`src/include/flash_poll_map.svh`:
```
// Offsets, field positions and timing counts of the flash status poller.
// Assumes a 250 MHz hclk and a 16-bit asynchronous NOR flash bus.
`ifndef FLASH_POLL_MAP_SVH
`define FLASH_POLL_MAP_SVH

// Flash bus widths
`define FP_ADDR_W 22
`define FP_DATA_W 16

// Clock period and strobe timing
`define FP_CLK_NS 4
`define FP_T_RD_NS 70
`define FP_RD_CYC ((`FP_T_RD_NS + `FP_CLK_NS - 1) / `FP_CLK_NS)
`define FP_T_WP_NS 35
`define FP_WP_CYC ((`FP_T_WP_NS + `FP_CLK_NS - 1) / `FP_CLK_NS)

// Register offsets (haddr[7:0])
`define FP_OFF_CTRL 8'h00
`define FP_OFF_ADDR 8'h04
`define FP_OFF_EXP 8'h08
`define FP_OFF_STATUS 8'h0C
`define FP_OFF_DATA 8'h10

// CTRL fields
`define FP_CTRL_START 0
`define FP_CTRL_ABORT 1
`define FP_CTRL_MODE 2

// STATUS fields
`define FP_ST_BUSY 0
`define FP_ST_DONE 1
`define FP_ST_FAIL 2
`define FP_ST_READY 3
`define FP_ST_TERR 4
`define FP_ST_TOG2 5

// Status bit positions on the data bus
`define FP_BIT_POLL 7
`define FP_BIT_TOG1 6
`define FP_BIT_TERR 5
`define FP_BIT_TOG2 2

// Reset command data
`define FP_RESET_CMD 16'h00F0

`endif

```
`src/include/flash_poll_pkg.sv`:
```
// Types shared by the flash status poller modules.
// Assumes flash_poll_map.svh is on the include path.
`include "flash_poll_map.svh"

package flash_poll_pkg;

  // Polling procedure chosen by software
  typedef enum logic [1:0] {MODE_DATA, MODE_TOGGLE, MODE_RESET, MODE_SPARE} poll_mode_t;

  typedef enum logic [2:0] {ST_IDLE, ST_RD_A, ST_RD_B, ST_RD_DATA, ST_RST_WR} poll_state_t;

  typedef enum logic [1:0] {CY_IDLE, CY_STROBE, CY_GAP} cyc_state_t;

  // Flash pins driven by the host
  typedef struct packed {
    logic [`FP_ADDR_W-1:0] addr;
    logic [`FP_DATA_W-1:0] dq_out;
    logic                  dq_oe;
    logic                  ce_n;
    logic                  oe_n;
    logic                  we_n;
  } flash_pins_t;

  typedef struct packed {
    cyc_state_t            st;
    logic [7:0]            cnt;
    logic                  wr;
    flash_pins_t           pins;
    logic [`FP_DATA_W-1:0] rdata;
    logic                  done;
  } cyc_t;

  typedef struct packed {
    logic        wr_pend;
    logic [7:0]  wr_off;
    logic [31:0] hrdata;
  } port_t;

  typedef struct packed {
    poll_state_t           st;
    poll_mode_t            mode;
    logic [`FP_ADDR_W-1:0] addr;
    logic [`FP_DATA_W-1:0] exp_data;
    logic [`FP_DATA_W-1:0] last;
    logic [`FP_DATA_W-1:0] data;
    logic                  busy;
    logic                  done;
    logic                  fail;
    logic                  recheck;
    logic                  terr_seen;
    logic                  tog2_seen;
    logic                  abort;
    logic                  issue;
  } poll_t;

endpackage

```
`src/verilog/flash_bus_cycle.sv`:
```
// One asynchronous flash read or write cycle, strobes timed in hclk cycles.
// Assumes dq_in is synchronous to hclk and one request at a time.
`timescale 1ns/10ps
`default_nettype none
`include "flash_poll_map.svh"

module flash_bus_cycle
  import flash_poll_pkg::*;
#(
  parameter int RD_CYC = `FP_RD_CYC,
  parameter int WP_CYC = `FP_WP_CYC
)
(
  // Clock and reset
  input  wire logic                  hclk,
  input  wire logic                  hresetn,
  // Request
  input  wire logic                  req,
  input  wire logic                  req_wr,
  input  wire logic [`FP_ADDR_W-1:0] req_addr,
  input  wire logic [`FP_DATA_W-1:0] req_wdata,
  output logic                       done,
  output logic [`FP_DATA_W-1:0]      rdata,
  // Flash pins
  input  wire logic [`FP_DATA_W-1:0] dq_in,
  output flash_pins_t                pins
);

  cyc_t q;
  cyc_t n;

  // Each cycle raises every strobe at its end, so each read is a new cycle
  always_comb
  begin
    n      = q;
    n.done = 1'b0;
    unique case (q.st)
      CY_IDLE:
      begin
        if (req)
        begin
          n.pins.addr = req_addr;
          n.pins.ce_n = 1'b0;
          n.wr        = req_wr;
          n.st        = CY_STROBE;
          if (req_wr)
          begin
            n.pins.we_n   = 1'b0;
            n.pins.dq_oe  = 1'b1;
            n.pins.dq_out = req_wdata;
            n.cnt         = 8'(WP_CYC - 1);
          end
          else
          begin
            n.pins.oe_n = 1'b0;
            n.cnt       = 8'(RD_CYC - 1);
          end
        end
      end
      CY_STROBE:
      begin
        if (q.cnt == 8'h00)
        begin
          if (!q.wr)
            n.rdata = dq_in;
          n.pins.ce_n = 1'b1;
          n.pins.oe_n = 1'b1;
          n.pins.we_n = 1'b1;
          n.done      = 1'b1;
          n.st        = CY_GAP;
        end
        else
          n.cnt = q.cnt - 8'h01;
      end
      CY_GAP:
      begin
        // Data held one cycle past the write strobe rising edge
        n.pins.dq_oe = 1'b0;
        n.st         = CY_IDLE;
      end
      default:
        n.st = CY_IDLE;
    endcase
  end

  always_ff @(posedge hclk or negedge hresetn)
  begin
    if (!hresetn)
    begin
      q <= '{st: CY_IDLE, cnt: 8'h00, wr: 1'b0,
             pins: '{addr: '0, dq_out: '0, dq_oe: 1'b0, ce_n: 1'b1, oe_n: 1'b1, we_n: 1'b1},
             rdata: '0, done: 1'b0};
    end
    else
      q <= n;
  end

  assign done  = q.done;
  assign rdata = q.rdata;
  assign pins  = q.pins;

endmodule // flash_bus_cycle

`default_nettype wire

```
`src/verilog/ahb_lite_port.sv`:
```
// AHB-Lite slave front end: zero wait states, word transfers, OKAY only.
// Assumes the owner supplies the read word for rd_off combinationally.
`timescale 1ns/10ps
`default_nettype none

module ahb_lite_port
  import flash_poll_pkg::*;
(
  // Clock and reset
  input  wire logic        hclk,
  input  wire logic        hresetn,
  // AHB-Lite
  input  wire logic        hsel,
  input  wire logic [31:0] haddr,
  input  wire logic [1:0]  htrans,
  input  wire logic        hwrite,
  input  wire logic [2:0]  hsize,
  input  wire logic [31:0] hwdata,
  input  wire logic        hready,
  output logic             hreadyout,
  output logic             hresp,
  output logic [31:0]      hrdata,
  // Register side
  output logic [7:0]       rd_off,
  input  wire logic [31:0] rd_word,
  output logic             wr_stb,
  output logic [7:0]       wr_off,
  output logic [31:0]      wr_data
);

  port_t q;
  port_t n;
  logic  accept;

  // Only whole-word transfers are honoured; others complete with no effect
  assign accept = hsel && hready && htrans[1] && (hsize == 3'h2);

  always_comb
  begin
    n         = q;
    n.wr_pend = accept && hwrite;
    n.wr_off  = haddr[7:0];
    // Read data captured at address phase, so it stands in the data phase
    n.hrdata  = (accept && !hwrite) ? rd_word : 32'h0000_0000;
  end

  always_ff @(posedge hclk or negedge hresetn)
  begin
    if (!hresetn)
      q <= '{wr_pend: 1'b0, wr_off: 8'h00, hrdata: 32'h0000_0000};
    else
      q <= n;
  end

  assign hreadyout = 1'b1;
  assign hresp     = 1'b0;
  assign hrdata    = q.hrdata;
  assign rd_off    = haddr[7:0];
  assign wr_stb    = q.wr_pend;
  assign wr_off    = q.wr_off;
  assign wr_data   = hwdata;

endmodule // ahb_lite_port

`default_nettype wire

```
`src/verilog/flash_status_poller.sv`:
```
// Host-side poller of a NOR flash's write status over its asynchronous bus.
// Assumes an AHB-Lite master for software and flash inputs synchronous to hclk.
`timescale 1ns/10ps
`default_nettype none
`include "flash_poll_map.svh"

// Behaviour
// - Host polls data polling bit at the programmed address.
// - Host polls erase status at an address inside a selected sector.
// - Host takes array data only from the read after completion is seen.
// - Host reads twice and compares toggle bit; equal means done.
// - Still toggling with timeout error set: recheck, then reset on failure.
// - Polling that is broken off restarts from the first double read.
// - Reset command is one write of F0 to any address.
// - Status reads address the busy bank; other banks give array data.
module flash_status_poller
  import flash_poll_pkg::*;
#(
  parameter int RD_CYC = `FP_RD_CYC,
  parameter int WP_CYC = `FP_WP_CYC
)
(
  // Clock and reset
  input  wire logic                  hclk,
  input  wire logic                  hresetn,
  // AHB-Lite register port
  input  wire logic                  hsel,
  input  wire logic [31:0]           haddr,
  input  wire logic [1:0]            htrans,
  input  wire logic                  hwrite,
  input  wire logic [2:0]            hsize,
  input  wire logic [31:0]           hwdata,
  input  wire logic                  hready,
  output logic                       hreadyout,
  output logic                       hresp,
  output logic [31:0]                hrdata,
  // Flash bus
  output flash_pins_t                flash_pins,
  input  wire logic [`FP_DATA_W-1:0] dq_in,
  input  wire logic                  ready_busy_n
);

  poll_t                 q;
  poll_t                 n;
  logic [7:0]            rd_off;
  logic [31:0]           rd_word;
  logic                  wr_stb;
  logic [7:0]            wr_off;
  logic [31:0]           wr_data;
  logic                  cyc_done;
  logic [`FP_DATA_W-1:0] cyc_rdata;
  logic                  cyc_wr;
  logic                  start_go;
  logic                  poll_hit;
  logic                  tog_same;

  // Software register port
  ahb_lite_port u_port (
    .hclk      (hclk),
    .hresetn   (hresetn),
    .hsel      (hsel),
    .haddr     (haddr),
    .htrans    (htrans),
    .hwrite    (hwrite),
    .hsize     (hsize),
    .hwdata    (hwdata),
    .hready    (hready),
    .hreadyout (hreadyout),
    .hresp     (hresp),
    .hrdata    (hrdata),
    .rd_off    (rd_off),
    .rd_word   (rd_word),
    .wr_stb    (wr_stb),
    .wr_off    (wr_off),
    .wr_data   (wr_data)
  );

  // Only the reset command is a write; all polls are reads
  assign cyc_wr = (q.st == ST_RST_WR);

  // Flash cycle engine; every poll uses the address held in q.addr
  flash_bus_cycle #(
    .RD_CYC (RD_CYC),
    .WP_CYC (WP_CYC)
  ) u_cycle (
    .hclk      (hclk),
    .hresetn   (hresetn),
    .req       (q.issue),
    .req_wr    (cyc_wr),
    .req_addr  (q.addr),
    .req_wdata (`FP_RESET_CMD),
    .done      (cyc_done),
    .rdata     (cyc_rdata),
    .dq_in     (dq_in),
    .pins      (flash_pins)
  );

  // Register read mux; unmapped offsets read zero
  always_comb
  begin
    rd_word = 32'h0000_0000;
    unique case (rd_off)
      `FP_OFF_CTRL:   rd_word[`FP_CTRL_MODE +: 2] = q.mode;
      `FP_OFF_ADDR:   rd_word[`FP_ADDR_W-1:0] = q.addr;
      `FP_OFF_EXP:    rd_word[`FP_DATA_W-1:0] = q.exp_data;
      `FP_OFF_DATA:   rd_word[`FP_DATA_W-1:0] = q.data;
      `FP_OFF_STATUS:
      begin
        rd_word[`FP_ST_BUSY]  = q.busy;
        rd_word[`FP_ST_DONE]  = q.done;
        rd_word[`FP_ST_FAIL]  = q.fail;
        rd_word[`FP_ST_READY] = ready_busy_n;
        rd_word[`FP_ST_TERR]  = q.terr_seen;
        rd_word[`FP_ST_TOG2]  = q.tog2_seen;
      end
      default:        rd_word = 32'h0000_0000;
    endcase
  end

  // Start decode and decisions on a finished read
  assign start_go = wr_stb && (wr_off == `FP_OFF_CTRL) && wr_data[`FP_CTRL_START] && !q.busy;
  assign poll_hit = (cyc_rdata[`FP_BIT_POLL] == q.exp_data[`FP_BIT_POLL]);
  assign tog_same = (cyc_rdata[`FP_BIT_TOG1] == q.last[`FP_BIT_TOG1]);

  // Polling procedure and register writes
  always_comb
  begin
    n       = q;
    n.issue = 1'b0;
    // Setup registers are frozen while a poll runs, so the address stays put
    if (wr_stb && !q.busy && (wr_off == `FP_OFF_ADDR))
      n.addr = wr_data[`FP_ADDR_W-1:0];
    if (wr_stb && !q.busy && (wr_off == `FP_OFF_EXP))
      n.exp_data = wr_data[`FP_DATA_W-1:0];
    if (wr_stb && q.busy && (wr_off == `FP_OFF_CTRL) && wr_data[`FP_CTRL_ABORT])
      n.abort = 1'b1;
    if (start_go)
    begin
      // Every start begins with a fresh first read, or in reset mode with the reset write
      n.mode      = poll_mode_t'(wr_data[`FP_CTRL_MODE +: 2]);
      n.busy      = 1'b1;
      n.done      = 1'b0;
      n.fail      = 1'b0;
      n.recheck   = 1'b0;
      n.terr_seen = 1'b0;
      n.tog2_seen = 1'b0;
      n.abort     = 1'b0;
      n.issue     = 1'b1;
      n.st        = (n.mode == MODE_RESET) ? ST_RST_WR : ST_RD_A;
    end
    else if (cyc_done)
    begin
      unique case (q.st)
        ST_RD_A:
        begin
          n.issue = 1'b1;
          if (q.abort)
          begin
            // Broken off; a later start runs the whole procedure again
            n.st    = ST_IDLE;
            n.busy  = 1'b0;
            n.issue = 1'b0;
          end
          else if (q.mode == MODE_TOGGLE)
          begin
            n.last = cyc_rdata;
            n.st   = ST_RD_B;
          end
          else if (poll_hit)
            n.st = ST_RD_DATA;
          else if (q.recheck)
            n.st = ST_RST_WR;
          else if (cyc_rdata[`FP_BIT_TERR])
          begin
            // Polling bit may flip together with the error bit: read once more
            n.recheck   = 1'b1;
            n.terr_seen = 1'b1;
          end
        end
        ST_RD_B:
        begin
          n.issue     = 1'b1;
          n.tog2_seen = cyc_rdata[`FP_BIT_TOG2] ^ q.last[`FP_BIT_TOG2];
          n.st        = ST_RD_A;
          if (q.abort)
          begin
            n.st    = ST_IDLE;
            n.busy  = 1'b0;
            n.issue = 1'b0;
          end
          else if (tog_same)
            n.st = ST_RD_DATA;
          else if (q.recheck)
            n.st = ST_RST_WR;
          else if (cyc_rdata[`FP_BIT_TERR])
          begin
            n.recheck   = 1'b1;
            n.terr_seen = 1'b1;
          end
        end
        ST_RD_DATA:
        begin
          // Array data is taken from the read after completion was seen
          n.data = cyc_rdata;
          n.done = 1'b1;
          n.busy = 1'b0;
          n.st   = ST_IDLE;
        end
        ST_RST_WR:
        begin
          n.fail = (q.mode != MODE_RESET);
          n.done = (q.mode == MODE_RESET);
          n.busy = 1'b0;
          n.st   = ST_IDLE;
        end
        ST_IDLE:
          n.st = ST_IDLE;
      endcase
    end
  end

  always_ff @(posedge hclk or negedge hresetn)
  begin
    if (!hresetn)
    begin
      q <= '{st: ST_IDLE, mode: MODE_DATA, addr: '0, exp_data: '0, last: '0, data: '0,
             busy: 1'b0, done: 1'b0, fail: 1'b0, recheck: 1'b0, terr_seen: 1'b0,
             tog2_seen: 1'b0, abort: 1'b0, issue: 1'b0};
    end
    else
      q <= n;
  end
endmodule // flash_status_poller

`default_nettype wire

```
`config.mk`:
```
export PLATFORM = sky130hd
export DESIGN_NAME = flash_status_poller
export DESIGN_NICKNAME = d
export VERILOG_FILES = /design/src/include/flash_poll_pkg.sv /design/src/verilog/flash_bus_cycle.sv /design/src/verilog/ahb_lite_port.sv /design/src/verilog/flash_status_poller.sv
export VERILOG_INCLUDE_DIRS = /design/src /design/src/include
export SDC_FILE = /design/constraint.sdc
export NUM_CORES = 1
export LEC_CHECK = 0
export BUFFER_PORTS_ARGS = -buffer_cell sky130_fd_sc_hd__buf_4
export CORE_ASPECT_RATIO = 1.5
export CORE_MARGIN = 2
export CORE_UTILIZATION = 40
export CTS_BUF_LIST = sky130_fd_sc_hd__clkbuf_16
export DETAILED_ROUTE_END_ITERATION = 16
export PLACE_DENSITY = 0.72
export SETUP_SLACK_MARGIN = 0.1
export SLEW_MARGIN = 20
export SYNTH_ARGS = -nofsm -noshare
export SYNTH_HDL_FRONTEND = slang
export SYNTH_HIERARCHICAL = 1
export SYNTH_SLANG_ARGS = --single-unit
```
`constraint.sdc`:
```
create_clock -name hclk -period 2.24 [get_ports hclk]
set_input_delay 0.56 -clock hclk [delete_from_list [all_inputs] [get_ports hclk]]
set_output_delay 0.56 -clock hclk [all_outputs]
set_load 0.005 [all_outputs]
```
==> flow_summary.toml <==
[place]
routabilityCongestion = 0.794
io_buffers = 129
placed_cell_area_sq_um = 9440
dpl.cell_count = 1063
dp_hpwl_mm = 13.3

[yosys]
syn_area_per_cell_sq_um = 11.7
synthCells = 734
syn_area_sq_um = 8610
yosysWarnings = 6

[pwr]
max-vdd-ir-drop_v = 0.000458
power-per-cell-area_nw_per_um2 = 639
leakagePower_nw = 4.90

[routing]
drc = 0
firstDrtPassIters = 4
dr_wl_met2_mm = 10.3
wl_met1_mm = 7.38
drt_wl_total_mm = 18.9
route.met3.wl_um = 712
dr_total_vias = 5415
ant_nets = 0
route.top_layer_used = "met4"
vias_per_cell = 4.90
wire_per_inst_um = 17.1
drtIter0Drc = 345

[job]
max_cap_violations = 0

[layout]
final_cells = 1105
nets = 917
n_antenna_cell = 0
syn2layout_area_growth_pct = 18.7
drive_above_1_share = 0.428
design_area_sq_um = 10200

[clocking]
cts_root_buffer = "clkbuf_16"
cts_tree = "done"
cts_max_path_buffers = 2
cts_sinks = 180
insertion_delay_ps = 430
cts_buffers = 17
path_clk_slew_ps = 70
htreeDepth = 4

[sta]
fin_crit_sh = 0.977
timing.fmax_ghz = 0.457
drv_slew = 0
rsz0062_at_grt = "yes"
setup_viol = 0
tightest_slew_ps = 795
skew_ps = 7.23
fin_crit_ps = 2190
slew_headroom = 0.468
hold_viol = 0

[worst_setup_path]
required_ps = 2570
rrSetupSlack_ps = 60
startpoint_type = "input port"
path_max_fanout = 5
crit_path_end_kind = "register"
reg2regPathDepth = 6
crit_arrival_ps = 2520
reg2reg_to = "q[62]$_DFFE_PN0P_"
timing.rr.start = "u_port/wr_stb$_DFF_PN0_"
path_class = "input port to register"

[global_routing]
grt_pass1_vias = 5486
grt_usage = 0.174
grt_start_max_net_pins = 53
grt_overflow = 0
grt_pass1_wl_mm = 29.4
antenna_found_initial = 0

[die]
start_util = 0.409
fp.dieW_um = 124
ios = 167
die-area_sq_um = 22700
fp.dieH_um = 184
core-area_sq_um = 21100
rows = 65

[outcome]
status = "finished clean"

[hold_path]
min_path_type = "input port to async pin"
-- area by class of cell --
class / count / area [sq um]
Fill cell: 1915 / 10800
Sequential cell: 180 / 4510
Multi-Input combinational cell: 407 / 3220
Timing Repair Buffer: 170 / 1410
Clock buffer: 17 / 425
Tap cell: 268 / 335
Inverter: 48 / 180
Clock inverter: 15 / 140
-- worst max-delay path: stages --
cell and delay, ps:
buf_6 90, or4_4 530, or3_4 410, or3b_4 450, clkbuf_16 180, o21ai_2 120, inv_1 50, nor4_2 120
-- cells in the final DEF, fill, tap and decap left out, types with 3 or more instances in the layout --
cell type  instances
dfrtp_1          177
buf_4            157
nand2_1           81
mux2_2            78
inv_1             47
conb_1            28
nor4_2            26
clkbuf_16         18
a22oi_1           15
nor2_1            15
mux2i_1           12
mux2_4            12
nand3_1           10
a21oi_1           10
nand2b_1           9
o21ai_2            9
nor2b_1            8
o21ai_0            8
and2_1             7
nor3_1             6
buf_12             6
nor4_1             5
o22ai_1            4
inv_6              4
inv_8              4
clkinv_4           4
buf_6              4
nor4_4             4
or3_4              3
or3b_4             3
xor2_1             3
o211ai_1           3
a21o_1             3
o21a_1             3
nand3b_1           3
dfstp_2            3
-- where the power goes --
| group | internal [W] | leakage (nW) | switching [W] |
|---|---|---|---|
| sequential | 0.00329 | 2.39 | 0.0000375 |
| clock | 0.00147 | 0.281 | 0.00139 |
| combinational | 0.000149 | 2.23 | 0.000190 |
| total | 0.00491 | 4.90 | 0.00162 |
-- worst max-delay path by stage --
stage	start	end	slack, ps	cells after the start
floorplan	haddr[1]	u_port/hrdata[12]$_DFF_PN0_	-380	9
global placement	haddr[1]	u_port/hrdata[12]$_DFF_PN0_	-460	8
detailed placement	haddr[1]	u_port/hrdata[12]$_DFF_PN0_	-500	8
CTS	u_port/wr_stb$_DFF_PN0_	q[74]$_DFFE_PN0P_	10	6
global route	haddr[7]	u_port/hrdata[6]$_DFF_PN0_	-10	8
finish	haddr[7]	u_port/hrdata[6]$_DFF_PN0_	50	8
-- per-layer routing --
layer,vias up,GRT usage
li1,2559,-
met4,0,0.0709
met2,120,0.308
met1,2711,0.200
met5,-,0
met3,25,0.0375
-- metrics by stage --
step	total power [W]	utilization	TNS (ps)	hold WS, ps	setup slack, ps
global placement	0.00372	0.448	-6940	459	-460
floorplan	0.00359	-	-5410	264	-382
global route	0.00678	0.485	-67.0	113	-13.2
finish	0.00653	0.485	0	89.9	51.9
CTS	0.00660	0.478	0	94.3	14.7
detailed placement	0.00373	0.448	-7190	459	-501
-- what timing repair did --
action	4_1_cts	5_1_grt
hold buffers	0	0
buffers inserted	2	6
gates cloned	1	1
pin swaps	1	16
resized for setup	8	20
setup endpoints to repair	64	68
-- flip-flops by register name (all words and copies together) (netlist names) --
name,cells
q,69
u_cycle/done,1
u_cycle/pins,42
u_cycle/q,11
u_cycle/rdata,16
u_port/hrdata,32
u_port/wr_off,8
u_port/wr_stb,1
Note: power is estimated with default switching activity, not from simulation.
